`src/rps_pkg.sv`:
```
// rps_pkg: constants, offsets, field positions and types of the
// reference pulse scaler.
// assumes: included first in compile order, nothing imported elsewhere.
package rps_pkg;
    // multiplier value limits and reset value
    localparam int unsigned MULT_W   = 7;
    localparam logic [6:0]  MULT_MIN = 7'h01;
    localparam logic [6:0]  MULT_MAX = 7'h64;
    localparam logic [6:0]  MULT_RST = 7'h01;

    // gear numerator and denominator limits and reset values
    localparam int unsigned GEAR_W   = 31;
    localparam logic [30:0] GEAR_MIN = 31'h0000_0001;
    localparam logic [30:0] GEAR_MAX = 31'h4000_0000;
    localparam logic [30:0] NUM_RST  = 31'h0000_0004;
    localparam logic [30:0] DEN_RST  = 31'h0000_0001;

    // ratio window: 1/RATIO_LO_DIV <= num/den <= RATIO_HI
    localparam int unsigned RATIO_LO_DIV = 1000;
    localparam int unsigned RATIO_HI     = 4000;
    localparam int unsigned CMP_W        = 43;

    // datapath widths
    localparam int unsigned UNIT_W = 16;
    localparam int unsigned PROD_W = 48;
    localparam int unsigned CNT_W  = 6;
    localparam logic [5:0]  DIV_STEPS = 6'h2f;

    // register offsets (word index on the plain port)
    localparam logic [3:0] OFS_CTRL  = 4'h0;
    localparam logic [3:0] OFS_MULT  = 4'h1;
    localparam logic [3:0] OFS_NUM   = 4'h2;
    localparam logic [3:0] OFS_DEN   = 4'h3;
    localparam logic [3:0] OFS_STAT  = 4'h4;
    localparam logic [3:0] OFS_ISTAT = 4'h5;
    localparam logic [3:0] OFS_IMASK = 4'h6;

    // field positions
    localparam int unsigned CTRL_RESTART = 0;
    localparam int unsigned ST_ACTIVE    = 0;
    localparam int unsigned ST_PERR      = 1;
    localparam int unsigned ST_BUSY      = 2;
    localparam int unsigned EV_PERR      = 0;
    localparam int unsigned EV_SWITCH    = 1;
    localparam int unsigned EV_OVF       = 2;
    localparam int unsigned EV_W         = 3;
    localparam logic [2:0]  IMASK_RST    = 3'h0;

    // divider sequencer states
    typedef enum logic [2:0] {
        DIV_IDLE = 3'b001,
        DIV_RUN  = 3'b010,
        DIV_FIX  = 3'b100
    } rps_div_state_t;
endpackage

```
`src/rps_div_if.sv`:
```
// rps_div_if: request and answer between the scaler and its gear divider.
// assumes: one clock domain, the scaler drives start for one cycle only.
interface rps_div_if;
    logic                                start;
    logic                                clear;
    logic signed [rps_pkg::UNIT_W-1:0]   units;
    logic        [rps_pkg::GEAR_W-1:0]   num;
    logic        [rps_pkg::GEAR_W-1:0]   den;
    logic                                busy;
    logic                                done;
    logic signed [rps_pkg::PROD_W-1:0]   quot;

    modport host (output start, clear, units, num, den,
                  input  busy, done, quot);
    modport div  (input  start, clear, units, num, den,
                  output busy, done, quot);
endinterface

```
`src/rps_gear_div.sv`:
```
// rps_gear_div: floor division of units*num+remainder by den, one bit per
// clock, keeping the remainder for the next batch.
// assumes: num and den stay stable while busy; den is never zero.
module rps_gear_div (
    input  wire logic clk,       // drive clock
    input  wire logic rst_n,     // async reset, active low
    rps_div_if.div    bus        // request and answer
);
    rps_pkg::rps_div_state_t         stQ;
    logic [rps_pkg::CNT_W-1:0]       cntQ;
    logic [rps_pkg::PROD_W-1:0]      dvdQ;
    logic [rps_pkg::PROD_W-1:0]      quoQ;
    logic [rps_pkg::GEAR_W:0]        partQ;
    logic [rps_pkg::GEAR_W-1:0]      remQ;
    logic                            negQ;
    logic                            doneQ;
    logic signed [rps_pkg::PROD_W-1:0] quotQ;

    // operand forming; the product fits because units and num are bounded
    wire signed [47:0] unitsX = 48'(bus.units);
    wire signed [47:0] numX   = $signed({17'h0_0000, bus.num});
    wire signed [47:0] remX   = $signed({17'h0_0000, remQ});
    wire signed [47:0] sumW   = unitsX * numX + remX;
    wire        [47:0] magW   = sumW[47] ? 48'(-sumW) : 48'(sumW);
    wire        [31:0] trial  = {partQ[30:0], dvdQ[47]};
    wire               geW    = trial >= {1'b0, bus.den};
    wire        [31:0] partN  = geW ? trial - {1'b0, bus.den} : trial;
    wire               remZero = (partQ == 32'h0000_0000);

    assign bus.busy = (stQ != rps_pkg::DIV_IDLE);
    assign bus.done = doneQ;
    assign bus.quot = quotQ;

    // sequencer: load, shift-subtract, then floor correction
    always_ff @(posedge clk or negedge rst_n) begin
        if (!rst_n) begin
            stQ   <= rps_pkg::DIV_IDLE;
            cntQ  <= '0;
            dvdQ  <= '0;
            quoQ  <= '0;
            partQ <= '0;
            remQ  <= '0;
            negQ  <= 1'b0;
            doneQ <= 1'b0;
            quotQ <= '0;
        end else begin
            doneQ <= 1'b0;
            case (stQ)
                rps_pkg::DIV_IDLE: begin
                    if (bus.clear) begin
                        remQ <= '0;
                    end else if (bus.start) begin
                        dvdQ  <= magW;
                        negQ  <= sumW[47];
                        partQ <= '0;
                        quoQ  <= '0;
                        cntQ  <= rps_pkg::DIV_STEPS;
                        stQ   <= rps_pkg::DIV_RUN;
                    end
                end
                rps_pkg::DIV_RUN: begin
                    partQ <= partN;
                    quoQ  <= {quoQ[46:0], geW};
                    dvdQ  <= {dvdQ[46:0], 1'b0};
                    cntQ  <= cntQ - 6'h01;
                    if (cntQ == 6'h00) begin
                        stQ <= rps_pkg::DIV_FIX;
                    end
                end
                rps_pkg::DIV_FIX: begin
                    // negative values round toward minus infinity so that the
                    // kept remainder is never negative
                    if (!negQ) begin
                        quotQ <= $signed(quoQ);
                        remQ  <= partQ[30:0];
                    end else if (remZero) begin
                        quotQ <= -$signed(quoQ);
                        remQ  <= '0;
                    end else begin
                        quotQ <= -$signed(quoQ + 48'h0000_0000_0001);
                        remQ  <= bus.den - partQ[30:0];
                    end
                    doneQ <= 1'b1;
                    stQ   <= rps_pkg::DIV_IDLE;
                end
                default: stQ <= rps_pkg::DIV_IDLE;
            endcase
        end
    end
endmodule

```
`src/rps_reference_pulse_scaler.sv`:
```
// rps_reference_pulse_scaler: multiplies host reference pulses and scales
// them by the electronic gear into encoder pulse increments.
// assumes: pulse inputs synchronous to clk, one pulse per cycle at most;
// register port strobes are one cycle long and never both at once.
//
// Local design decisions: the register addresses and the address-and-strobe port.
module rps_reference_pulse_scaler (
    input  wire logic        clk,            // drive clock, 25 MHz
    input  wire logic        rst_n,          // async reset, active low
    input  wire logic        refPulse,       // one reference pulse
    input  wire logic        refDir,         // 1 = reverse direction
    input  wire logic        selectIn,       // multiplier select level
    input  wire logic        progJogRun,     // program jog utility busy
    input  wire logic        autoTuneRun,    // advanced autotune busy
    input  wire logic [3:0]  regAddr,        // register index
    input  wire logic [31:0] regWdata,       // write data
    input  wire logic        regWr,          // write strobe
    input  wire logic        regRd,          // read strobe
    output logic      [31:0] regRdata,       // read data, cycle after
    output logic             multiplierActiveOut, // multiplier applied
    output logic signed [47:0] encDelta,     // encoder pulse increment
    output logic             encValid,       // encDelta valid pulse
    output logic             paramError,     // gear ratio out of range
    output logic             irq             // level interrupt
);
    localparam int unsigned UW = rps_pkg::UNIT_W;
    localparam int unsigned GW = rps_pkg::GEAR_W;

    // range test shared by the numerator and denominator writes
    function automatic logic gearInRange(input logic [31:0] v);
        gearInRange = (v >= {1'b0, rps_pkg::GEAR_MIN}) &&
                      (v <= {1'b0, rps_pkg::GEAR_MAX});
    endfunction

    rps_div_if divBus ();

    logic [rps_pkg::MULT_W-1:0] multValueQ;
    logic                       multActiveQ;
    logic [GW-1:0]              numStageQ;
    logic [GW-1:0]              denStageQ;
    logic [GW-1:0]              numActQ;
    logic [GW-1:0]              denActQ;
    logic                       loadGearQ;
    logic                       paramErrQ;
    logic signed [UW-1:0]       pendQ;
    logic [rps_pkg::EV_W-1:0]   intStatQ;
    logic [rps_pkg::EV_W-1:0]   intMaskQ;
    logic [31:0]                rdataQ;
    logic signed [47:0]         encDeltaQ;
    logic                       encValidQ;

    // register strobes
    wire wrCtrl  = regWr && (regAddr == rps_pkg::OFS_CTRL);
    wire wrMult  = regWr && (regAddr == rps_pkg::OFS_MULT);
    wire wrNum   = regWr && (regAddr == rps_pkg::OFS_NUM);
    wire wrDen   = regWr && (regAddr == rps_pkg::OFS_DEN);
    wire wrIstat = regWr && (regAddr == rps_pkg::OFS_ISTAT);
    wire wrImask = regWr && (regAddr == rps_pkg::OFS_IMASK);
    wire restartReq = wrCtrl && regWdata[rps_pkg::CTRL_RESTART];
    wire multOk  = (regWdata >= 32'(rps_pkg::MULT_MIN)) &&
                   (regWdata <= 32'(rps_pkg::MULT_MAX));

    // multiplier selection; a utility in progress overrides the select
    wire utilBlock  = progJogRun || autoTuneRun;
    wire multActD   = utilBlock ? 1'b0 : selectIn;
    wire [rps_pkg::MULT_W-1:0] factor =
        multActiveQ ? multValueQ : rps_pkg::MULT_MIN;

    // pulse to reference units; a pulse that would overflow the pending sum is dropped
    wire signed [UW:0] incW = refPulse ?
        (refDir ? -$signed({10'h000, factor}) : $signed({10'h000, factor}))
        : 17'sh0_0000;
    wire divStart = !divBus.busy && (pendQ != 16'sh0000) &&
                    !paramErrQ && !loadGearQ;
    wire signed [UW:0] baseW = divStart ? 17'sh0_0000 : 17'(pendQ);
    wire signed [UW:0] sumW  = baseW + incW;
    wire pendOvf = (sumW[UW] != sumW[UW-1]);
    wire signed [UW-1:0] pendD = pendOvf ? 16'(baseW) : sumW[UW-1:0];

    // ratio window: den <= 1000*num and num <= 4000*den
    wire [rps_pkg::CMP_W-1:0] numLo =
        43'(numActQ) * 43'(rps_pkg::RATIO_LO_DIV);
    wire [rps_pkg::CMP_W-1:0] denHi =
        43'(denActQ) * 43'(rps_pkg::RATIO_HI);
    wire ratioOk = (43'(denActQ) <= numLo) && (43'(numActQ) <= denHi);

    // interrupt events and write-one-to-clear; a new event beats the clear
    wire [rps_pkg::EV_W-1:0] events = {pendOvf && refPulse,
                                       multActD != multActiveQ,
                                       !ratioOk && !paramErrQ};
    wire [rps_pkg::EV_W-1:0] clrBits = wrIstat ?
        regWdata[rps_pkg::EV_W-1:0] : 3'h0;
    wire [rps_pkg::EV_W-1:0] intStatD = (intStatQ & ~clrBits) | events;

    // divider hookup; an error, or a restart that finds the divider idle, drops the carried remainder
    assign divBus.start = divStart;
    assign divBus.clear = loadGearQ || paramErrQ;
    assign divBus.units = pendQ;
    assign divBus.num   = numActQ;
    assign divBus.den   = denActQ;

    rps_gear_div u_div (
        .clk   (clk),
        .rst_n (rst_n),
        .bus   (divBus.div)
    );

    // read selection
    logic [31:0] rdMux;
    always_comb begin
        rdMux = 32'h0000_0000;
        case (regAddr)
            rps_pkg::OFS_MULT:  rdMux = 32'(multValueQ);
            rps_pkg::OFS_NUM:   rdMux = 32'(numStageQ);
            rps_pkg::OFS_DEN:   rdMux = 32'(denStageQ);
            rps_pkg::OFS_STAT:  rdMux = {29'h0000_0000, divBus.busy,
                                         paramErrQ, multActiveQ};
            rps_pkg::OFS_ISTAT: rdMux = 32'(intStatQ);
            rps_pkg::OFS_IMASK: rdMux = 32'(intMaskQ);
            default:            rdMux = 32'h0000_0000;
        endcase
    end

    // software-written settings; out-of-range values are not taken
    always_ff @(posedge clk or negedge rst_n) begin
        if (!rst_n) begin
            multValueQ <= rps_pkg::MULT_RST;
            numStageQ  <= rps_pkg::NUM_RST;
            denStageQ  <= rps_pkg::DEN_RST;
            intMaskQ   <= rps_pkg::IMASK_RST;
        end else begin
            if (wrMult && multOk) begin
                multValueQ <= regWdata[6:0];
            end
            if (wrNum && gearInRange(regWdata)) begin
                numStageQ <= regWdata[30:0];
            end
            if (wrDen && gearInRange(regWdata)) begin
                denStageQ <= regWdata[30:0];
            end
            if (wrImask) begin
                intMaskQ <= regWdata[rps_pkg::EV_W-1:0];
            end
        end
    end

    // gear values take effect only at the restart after reset or command
    always_ff @(posedge clk or negedge rst_n) begin
        if (!rst_n) begin
            loadGearQ <= 1'b1;
            numActQ   <= rps_pkg::NUM_RST;
            denActQ   <= rps_pkg::DEN_RST;
            paramErrQ <= 1'b0;
        end else begin
            loadGearQ <= restartReq;
            if (loadGearQ) begin
                numActQ <= numStageQ;
                denActQ <= denStageQ;
            end
            paramErrQ <= !ratioOk;
        end
    end

    // switching takes effect at once: the host keeps pulses quiet around
    // a change, so no pending units are rescaled
    always_ff @(posedge clk or negedge rst_n) begin
        if (!rst_n) begin
            multActiveQ <= 1'b0;
        end else begin
            multActiveQ <= multActD;
        end
    end

    // pending reference units, cleared on restart or error
    always_ff @(posedge clk or negedge rst_n) begin
        if (!rst_n) begin
            pendQ <= '0;
        end else if (loadGearQ || paramErrQ) begin
            pendQ <= '0;
        end else begin
            pendQ <= pendD;
        end
    end

    // encoder increment output and read data
    always_ff @(posedge clk or negedge rst_n) begin
        if (!rst_n) begin
            encDeltaQ <= '0;
            encValidQ <= 1'b0;
            rdataQ    <= 32'h0000_0000;
            intStatQ  <= '0;
        end else begin
            encValidQ <= divBus.done;
            if (divBus.done) begin
                encDeltaQ <= divBus.quot;
            end
            rdataQ   <= regRd ? rdMux : 32'h0000_0000;
            intStatQ <= intStatD;
        end
    end

    assign regRdata            = rdataQ;
    assign multiplierActiveOut = multActiveQ;
    assign encDelta            = encDeltaQ;
    assign encValid            = encValidQ;
    assign paramError          = paramErrQ;
    assign irq                 = |(intStatQ & intMaskQ);
endmodule

```
`config.mk`:
```
export PLATFORM = sky130hd
export DESIGN_NAME = rps_reference_pulse_scaler
export DESIGN_NICKNAME = d
export VERILOG_FILES = /design/src/rps_pkg.sv /design/src/rps_div_if.sv /design/src/rps_gear_div.sv /design/src/rps_reference_pulse_scaler.sv
export SDC_FILE = /design/constraint.sdc
export NUM_CORES = 2
export LEC_CHECK = 0
export BUFFER_PORTS_ARGS = -buffer_cell sky130_fd_sc_hd__buf_2
export CAP_MARGIN = 20
export CORE_MARGIN = 2
export CORE_UTILIZATION = 25
export DETAILED_ROUTE_END_ITERATION = 6
export GPL_TIMING_DRIVEN = 0
export PLACE_DENSITY = 0.39
export SLEW_MARGIN = 30
export SYNTH_ARGS = -nofsm -noshare
export SYNTH_HDL_FRONTEND = slang
export SYNTH_HIERARCHICAL = 1
export SYNTH_SLANG_ARGS = --single-unit
```
`constraint.sdc`:
```
create_clock -name clk -period 7.8 [get_ports clk]
set_clock_uncertainty 0.05 [all_clocks]
set_input_delay 0.78 -clock clk [delete_from_list [all_inputs] [get_ports clk]]
set_output_delay 0.78 -clock clk [all_outputs]
set_load 0.02 [all_outputs]
```
Word level (Yosys, flattened, before mapping)
Cells that the tools add are included.

Register bits: 455. Input port bits: 45. Output and inout bits: 84. Logic and storage cells: 133.

Add/sub/neg operators: 10. Multipliers: 3. Magnitude comparators: 6. Eq/ne operators: 16. Multiplexer cells: 35. Bitwise logic cells: 5. Reduce and logical (&&, ||, !) cells: 35.

Operators with widths (number): 48-bit two-way mux (7); 48-bit case mux with 2 select lines (2); 31-bit case mux with 6 select lines (1); 48-bit negator (3); 32-bit two-way mux (4); 31-bit two-way mux (3); 31-bit by 7-bit multiplier with 38-bit output, second input constant (2); 32-bit case mux with 2 select lines (1); 31-bit case mux with 2 select lines (1); 17-bit two-way mux (3); 48-bit by 1-bit adder with 48-bit output, second input constant (1); 48-bit by 32-bit adder with 48-bit output (1); 16-bit by 32-bit multiplier with 48-bit output (1); 31-bit by 43-bit less-or-equal comparator with 1-bit output (1); 31-bit by 41-bit less-or-equal comparator with 1-bit output (1); 32-bit by 1-bit greater-or-equal comparator with 1-bit output, second input constant (1); 32-bit by 31-bit greater-or-equal comparator with 1-bit output (1); 32-bit by 31-bit less-or-equal comparator with 1-bit output, second input constant (1); 32-bit by 7-bit less-or-equal comparator with 1-bit output, second input constant (1); 32-bit zero test (1); 16-bit two-way mux (2); 32-bit by 31-bit subtractor with 32-bit output (1); 31-bit subtractor (1); 1-bit logical AND (18); other kinds (32) (51).

Depth between registers and ports, before layout
Depth in word-level cells: 10. Gate-level depth with buffers: 28. Mapped depth without buffers: 28.

Cells and area by module
Netlist, hierarchy kept.

By module, submodules not included: rps_gear_div (instances 1, cells an instance 3683, area an instance 31387.6 µm²); rps_reference_pulse_scaler (instances 1, cells an instance 2201, area an instance 22132.5 µm²).

Worst setup path before layout
No wires, ideal clock.

Path type: register to register. Start point: register numActQ[2] (netlist: divBus.num[2]). End point: register u_div/dvdQ[45] in the netlist's numbering. Arrival time: 7445 ps. Slack: 182 ps. Stages on the path, launching flop included: 24. Path through: dfstp_2 -> clkbuf_1 -> nor2_1 -> fa_1 -> fa_1 -> fa_1 -> fa_1 -> fa_1 -> inv_1 -> fa_1 -> inv_1 -> ha_1 -> clkbuf_1 -> and4_1 -> a21o_1 -> o21ai_0 -> a41oi_1 -> a211oi_1 -> xnor2_1 -> or4_1 -> nor4_1 -> a31oi_1 -> xor2_1 -> o221a_2.

Word-level cells in the longest chain between the ends: 7.

Ends and longest elaborated chain: start: declaration (RTL line rps_reference_pulse_scaler.sv:41) `logic [GW-1:0] numActQ;`; start signal: assignment (RTL line rps_reference_pulse_scaler.sv:151) `numActQ <= rps_pkg::NUM_RST;`; start signal: assignment (RTL line rps_reference_pulse_scaler.sv:157) `numActQ <= numStageQ;`; 16-bit by 32-bit multiplier with 48-bit output * (RTL line rps_gear_div.sv:23) `wire signed [47:0] sumW = unitsX * numX + remX;`; 48-bit by 32-bit adder with 48-bit output * (RTL line rps_gear_div.sv:23); 48-bit negator (RTL line rps_gear_div.sv:24) `wire [47:0] magW = sumW[47] ? 48'(-sumW) : 48'(sumW);`; 48-bit two-way mux * (RTL line rps_gear_div.sv:24); 48-bit two-way mux * (RTL line rps_gear_div.sv:52) `end else if (bus.start) begin`; 48-bit two-way mux * (RTL line rps_gear_div.sv:50) `if (bus.clear) begin`; 48-bit case mux with 2 select lines * (RTL line rps_gear_div.sv:48) `case (stQ)`; end signal: assignment (RTL line rps_gear_div.sv:53) `dvdQ <= magW;`; end signal: assignment (RTL line rps_gear_div.sv:64) `dvdQ <= {dvdQ[46:0], 1'b0};`; end: declaration (RTL line rps_gear_div.sv:11) `logic [rps_pkg::PROD_W-1:0] dvdQ;`.

Mark *: on every way between the ends. The rest lies on a longest branch, timed or not. The select of a mux whose other input is x is not followed. A chain may end at the register's enable or synchronous reset.

Worst setup path after layout
Start point: register numActQ[18] (netlist: divBus.num[18]). End point: register u_div/dvdQ[45] in the netlist's numbering.

Same word-level chain as after synthesis.

==> reports/summary.log <==
INFO  power          total_net_switching_power=8.32mW
INFO  power          power.internal=8.46mW
INFO  hold_path      hp-class=input pin to flop
INFO  die            fp-row-count=169
INFO  synthesis      synthSimpleGateAreaFrac=0.146
INFO  final_layout   non_filler_instance_count_after_layout=9081
INFO  synthesis      synth_enable_flop_cells=0
INFO  synthesis      postSynthAreaPerCell=9.10µm²
INFO  synthesis      post_synth_instance_area=53500µm²
INFO  final_layout   multiInputGateArea=38600µm²
INFO  synthesis      postSynthNetCount=7058
INFO  final_layout   num-nets-final=7383
INFO  synthesis      post_synth_mux_area_share=0.0314
INFO  synthesis      post_synth_main_area_contributors=sky130_fd_sc_hd__fa_1 25%, sky130_fd_sc_hd__dfrtp_1 21%, sky130_fd_sc_hd__ha_1 11%, sky130_fd_sc_hd__inv_1 6.7%, sky130_fd_sc_hd__nand2_1 4.5%
INFO  detailed_routing routed_wire_length_per_instance=21.9µm
INFO  power          share_comb_of_total_power=0.641
INFO  sta            grt_setup_unrepaired=yes
INFO  synthesis      synth_area_leader_cell=sky130_fd_sc_hd__fa_1
INFO  power          powerDensity=267nW/µm²
INFO  critical_path  crit_required=8.37ns
INFO  power          cellLeakagePower=30.1nW
INFO  synthesis      synth_top_area_share=0.249
INFO  global_route   grt_remaining_overflow=0
INFO  placed_design  hpwl=155mm
INFO  detailed_routing ant_nets=0
INFO  synthesis      ys.warnings.count=6
INFO  synthesis      synth_top_flop_cell=sky130_fd_sc_hd__dfrtp_1
INFO  die            effective_utilization_at_floorplan=0.252
INFO  global_route   grt_pass1_vias=44100
INFO  detailed_routing avgViaCountPerCell=4.70
INFO  detailed_routing drtIter0Drc=2849
INFO  global_route   grt_antenna_before_repair=25
INFO  global_route   grt_start_max_net_pins=76
INFO  clocking       clk_root_buffer_cell=sky130_fd_sc_hd__clkbuf_16
INFO  run            timing.max_cap.violations=0
INFO  detailed_routing detail_route.wirelength=199mm
INFO  synthesis      synth_top_cells_by_count=955 x sky130_fd_sc_hd__inv_1, 666 x sky130_fd_sc_hd__fa_1, 644 x sky130_fd_sc_hd__nand2_1
INFO  power          p_sw_frac=0.496
INFO  sta            max-slew-margin-rel=0.353
INFO  sta            maxClockFrequency=0.130GHz
INFO  placed_design  numPlacedInstances=8840
INFO  power          seqPwrFrac=0.187
INFO  outcome        result_of_the_run=completed
INFO  critical_path  worst-path-max-fanout=10
INFO  die            die_y=467µm
INFO  global_route   gr-usage-all-layers=0.181
INFO  critical_path  cp-start-kind=flop
INFO  synthesis      post_synth_xor_area_fraction=0.0417
INFO  synthesis      synthDistinctLibCells=93
INFO  synthesis      synth_top_family_by_area=adder cells
INFO  clocking       path_clk_slew=0.06ns
INFO  synthesis      synth_compound_area_frac=0.127
INFO  critical_path  cp_data_arrival_time=8.28ns
INFO  sta            final_min_period_over_clock_period=0.988
INFO  global_route   grt_first_pass_wirelength=295mm
INFO  placed_design  gp_routability_congestion=0.861
INFO  clocking       max_clock_buf_depth=3
INFO  detailed_routing remaining_drc_errors=0
INFO  final_layout   nFillCells=22500
INFO  clocking       cts.sink_count=454
INFO  sta            finalSetupViolations=0
INFO  clocking       cts_tree=done
INFO  sta            tightest_slew=0.945ns
INFO  power          power.ir.vdd_worst=0.168mV
INFO  sta            period_needed=7.71ns
INFO  die            design.die.area=218000µm²
INFO  synthesis      yosys.cell_count.top_type=sky130_fd_sc_hd__inv_1
INFO  detailed_routing drtPass1Iterations=5
INFO  synthesis      postSynthRegisterBits=454
INFO  placed_design  io_buffer_count=127
INFO  sta            hold_slack=0.231ns
INFO  critical_path  cp-end-kind=flop
INFO  critical_path  worst-setup-path-type=flop to flop
INFO  sta            timing.final.hold_violations=0
INFO  synthesis      async_flop_share=1.00
INFO  synthesis      ys_seq_area_frac=0.212
INFO  die            core_region_area=213000µm²
INFO  die            num_io_pins=129
INFO  clocking       cts-buffers-inserted=56
INFO  die            die_w=467µm
INFO  clocking       worstSkewPairLatency=0.70ns
INFO  final_layout   layout-drive-gt1-share=0.137
INFO  final_layout   area_delta_synth_final=17.3%
INFO  clocking       h-tree-depth=2
INFO  final_layout   sequential_cell_area=11500µm²
INFO  detailed_routing via_count=42700
INFO  sta            drv_slew=0
INFO  power          clock_power_share=0.171
INFO  synthesis      yosys.area_share.adder=0.357
INFO  synthesis      post_synth_inst_count=5884
[layer usage]
layer	vias up	global-route usage	wire, µm
li1	20000	-	-
met1	21600	0.253	92300
met2	977	0.289	89700
met3	197	0.0350	12100
met5	-	0	58
met4	8	0.0407	4900
[path summary, 6_finish.rpt]
check                                               startpoint                              to  slack [ns]  depth (start not counted)
worst max-delay path                divBus.num[18]$_DFFE_PN0P_      u_div/dvdQ[45]$_DFFE_PN0P_        0.09                         25
worst min-delay path                                progJogRun   multiplierActiveOut$_DFF_PN0_        0.23                          2
worst max register to register      divBus.num[18]$_DFFE_PN0P_      u_div/dvdQ[45]$_DFFE_PN0P_        0.09                         25
worst min register to register  u_div/bus.quot[26]$_DFFE_PN0P_  u_div/bus.quot[26]$_DFFE_PN0P_        0.43                          2
max in group asynchronous                                rst_n      u_div/dvdQ[41]$_DFFE_PN0P_        5.50                          6
min in group asynchronous                                rst_n         denActQ[10]$_DFFE_PN0P_        0.56                          2
[power by group through the flow]
stage	clock network, mW	registers (mW)	logic [mW]
after floorplan	0	2.89	6.83
final	2.88	3.14	10.8
after global placement	0	3.24	9.61
after detailed placement	0	3.24	9.64
after global routing	3.06	3.18	12.0
after CTS	2.98	3.15	10.4
[cell type report]
class / count / area share
diodes: 5 / 0.000199
plain buffers: 229 / 0.0225
clock buffers: 78 / 0.0260
clock inverters: 26 / 0.00606
inverters: 955 / 0.0575
multi-input cells: 4229 / 0.614
flip-flops and latches: 454 / 0.184
well taps: 2821 / 0.0562
repair buffers: 284 / 0.0336
[layout by cell type, fill, tap and decap left out, types with 123 or more instances in the layout]
master / count
sky130_fd_sc_hd__ha_1: 434
sky130_fd_sc_hd__inv_1: 940
sky130_fd_sc_hd__nor2_1: 240
sky130_fd_sc_hd__buf_2: 135
sky130_fd_sc_hd__xor2_1: 123
sky130_fd_sc_hd__nand2_1: 641
sky130_fd_sc_hd__buf_4: 143
sky130_fd_sc_hd__a21oi_1: 209
sky130_fd_sc_hd__o21ai_0: 316
sky130_fd_sc_hd__nand3_1: 131
sky130_fd_sc_hd__mux2_2: 129
sky130_fd_sc_hd__and2_1: 231
sky130_fd_sc_hd__dfrtp_1: 395
sky130_fd_sc_hd__clkbuf_1: 131
sky130_fd_sc_hd__fa_1: 657
[per-stage QoR]
stage               area, µm²  setup WS (ns)  power, mW  utilization  setup TNS, ns
global placement        57700          -4.65       12.9        0.271       -2089.17
CTS                     62000        -0.0107       16.6        0.292        -0.0199
global route            62800        -0.0782       18.2        0.295         -0.148
floorplan               53500          0.182       9.72            -              0
finish                  62800         0.0899       16.8        0.295              0
detailed placement      57900          -2.18       12.9        0.273         -71.10
[logic make-up (layout without fill, tap and decap cells)]
group | after synthesis | count (layout)
compound gates | 1073 | 1073
xor+xnor | 253 | 253
fa+ha+maj | 1129 | 1129
buf+inv | 1201 | 1572
flops | 454 | 454
mux | 152 | 152
other cells | 1 | 6
simple gates | 1621 | 1621
[repair_timing]
action,in CTS,in global routing
endpoints found under the setup margin,50,45
setup buffers,109,39
gates cloned,0,0
hold endpoints to repair,40,0
pin swaps,36,62
hold buffers,1,0
gates resized for setup,366,145
[state kept, by name (all words and copies together) (netlist names), 6 cells and up]
signal / flops
numStageQ: 31
u_div/partQ: 32
u_div/cntQ: 6
encDelta: 48
divBus.num: 31
u_div/quoQ: 48
divBus.units: 16
u_div/bus.quot: 48
denActQ: 31
regRdata: 31
multValueQ: 7
denStageQ: 31
u_div/remQ: 31
u_div/dvdQ: 48
[critical path, stage by stage, from the launching register on]
cell and delay, ns:
sky130_fd_sc_hd__dfrtp_4 0.46, sky130_fd_sc_hd__buf_4 0.16, sky130_fd_sc_hd__clkbuf_8 0.20, sky130_fd_sc_hd__nand2_1 0.10, sky130_fd_sc_hd__fa_2 0.64, sky130_fd_sc_hd__fa_1 0.45, sky130_fd_sc_hd__fa_1 0.55, sky130_fd_sc_hd__inv_2 0.07
sky130_fd_sc_hd__fa_1 0.48, sky130_fd_sc_hd__fa_1 0.55, sky130_fd_sc_hd__inv_1 0.06, sky130_fd_sc_hd__fa_1 0.53, sky130_fd_sc_hd__inv_1 0.04, sky130_fd_sc_hd__ha_2 0.38, sky130_fd_sc_hd__and2_4 0.20, sky130_fd_sc_hd__and3_4 0.19
sky130_fd_sc_hd__nand4b_1 0.21, sky130_fd_sc_hd__a41oi_2 0.41, sky130_fd_sc_hd__a21oi_2 0.12, sky130_fd_sc_hd__o31ai_1 0.29, sky130_fd_sc_hd__xor2_1 0.28, sky130_fd_sc_hd__nor4_2 0.10, sky130_fd_sc_hd__buf_4 0.17, sky130_fd_sc_hd__a31oi_1 0.26
sky130_fd_sc_hd__xor2_2 0.39, sky130_fd_sc_hd__o221a_2 0.26
Note: power is estimated with default switching activity, not from simulation.
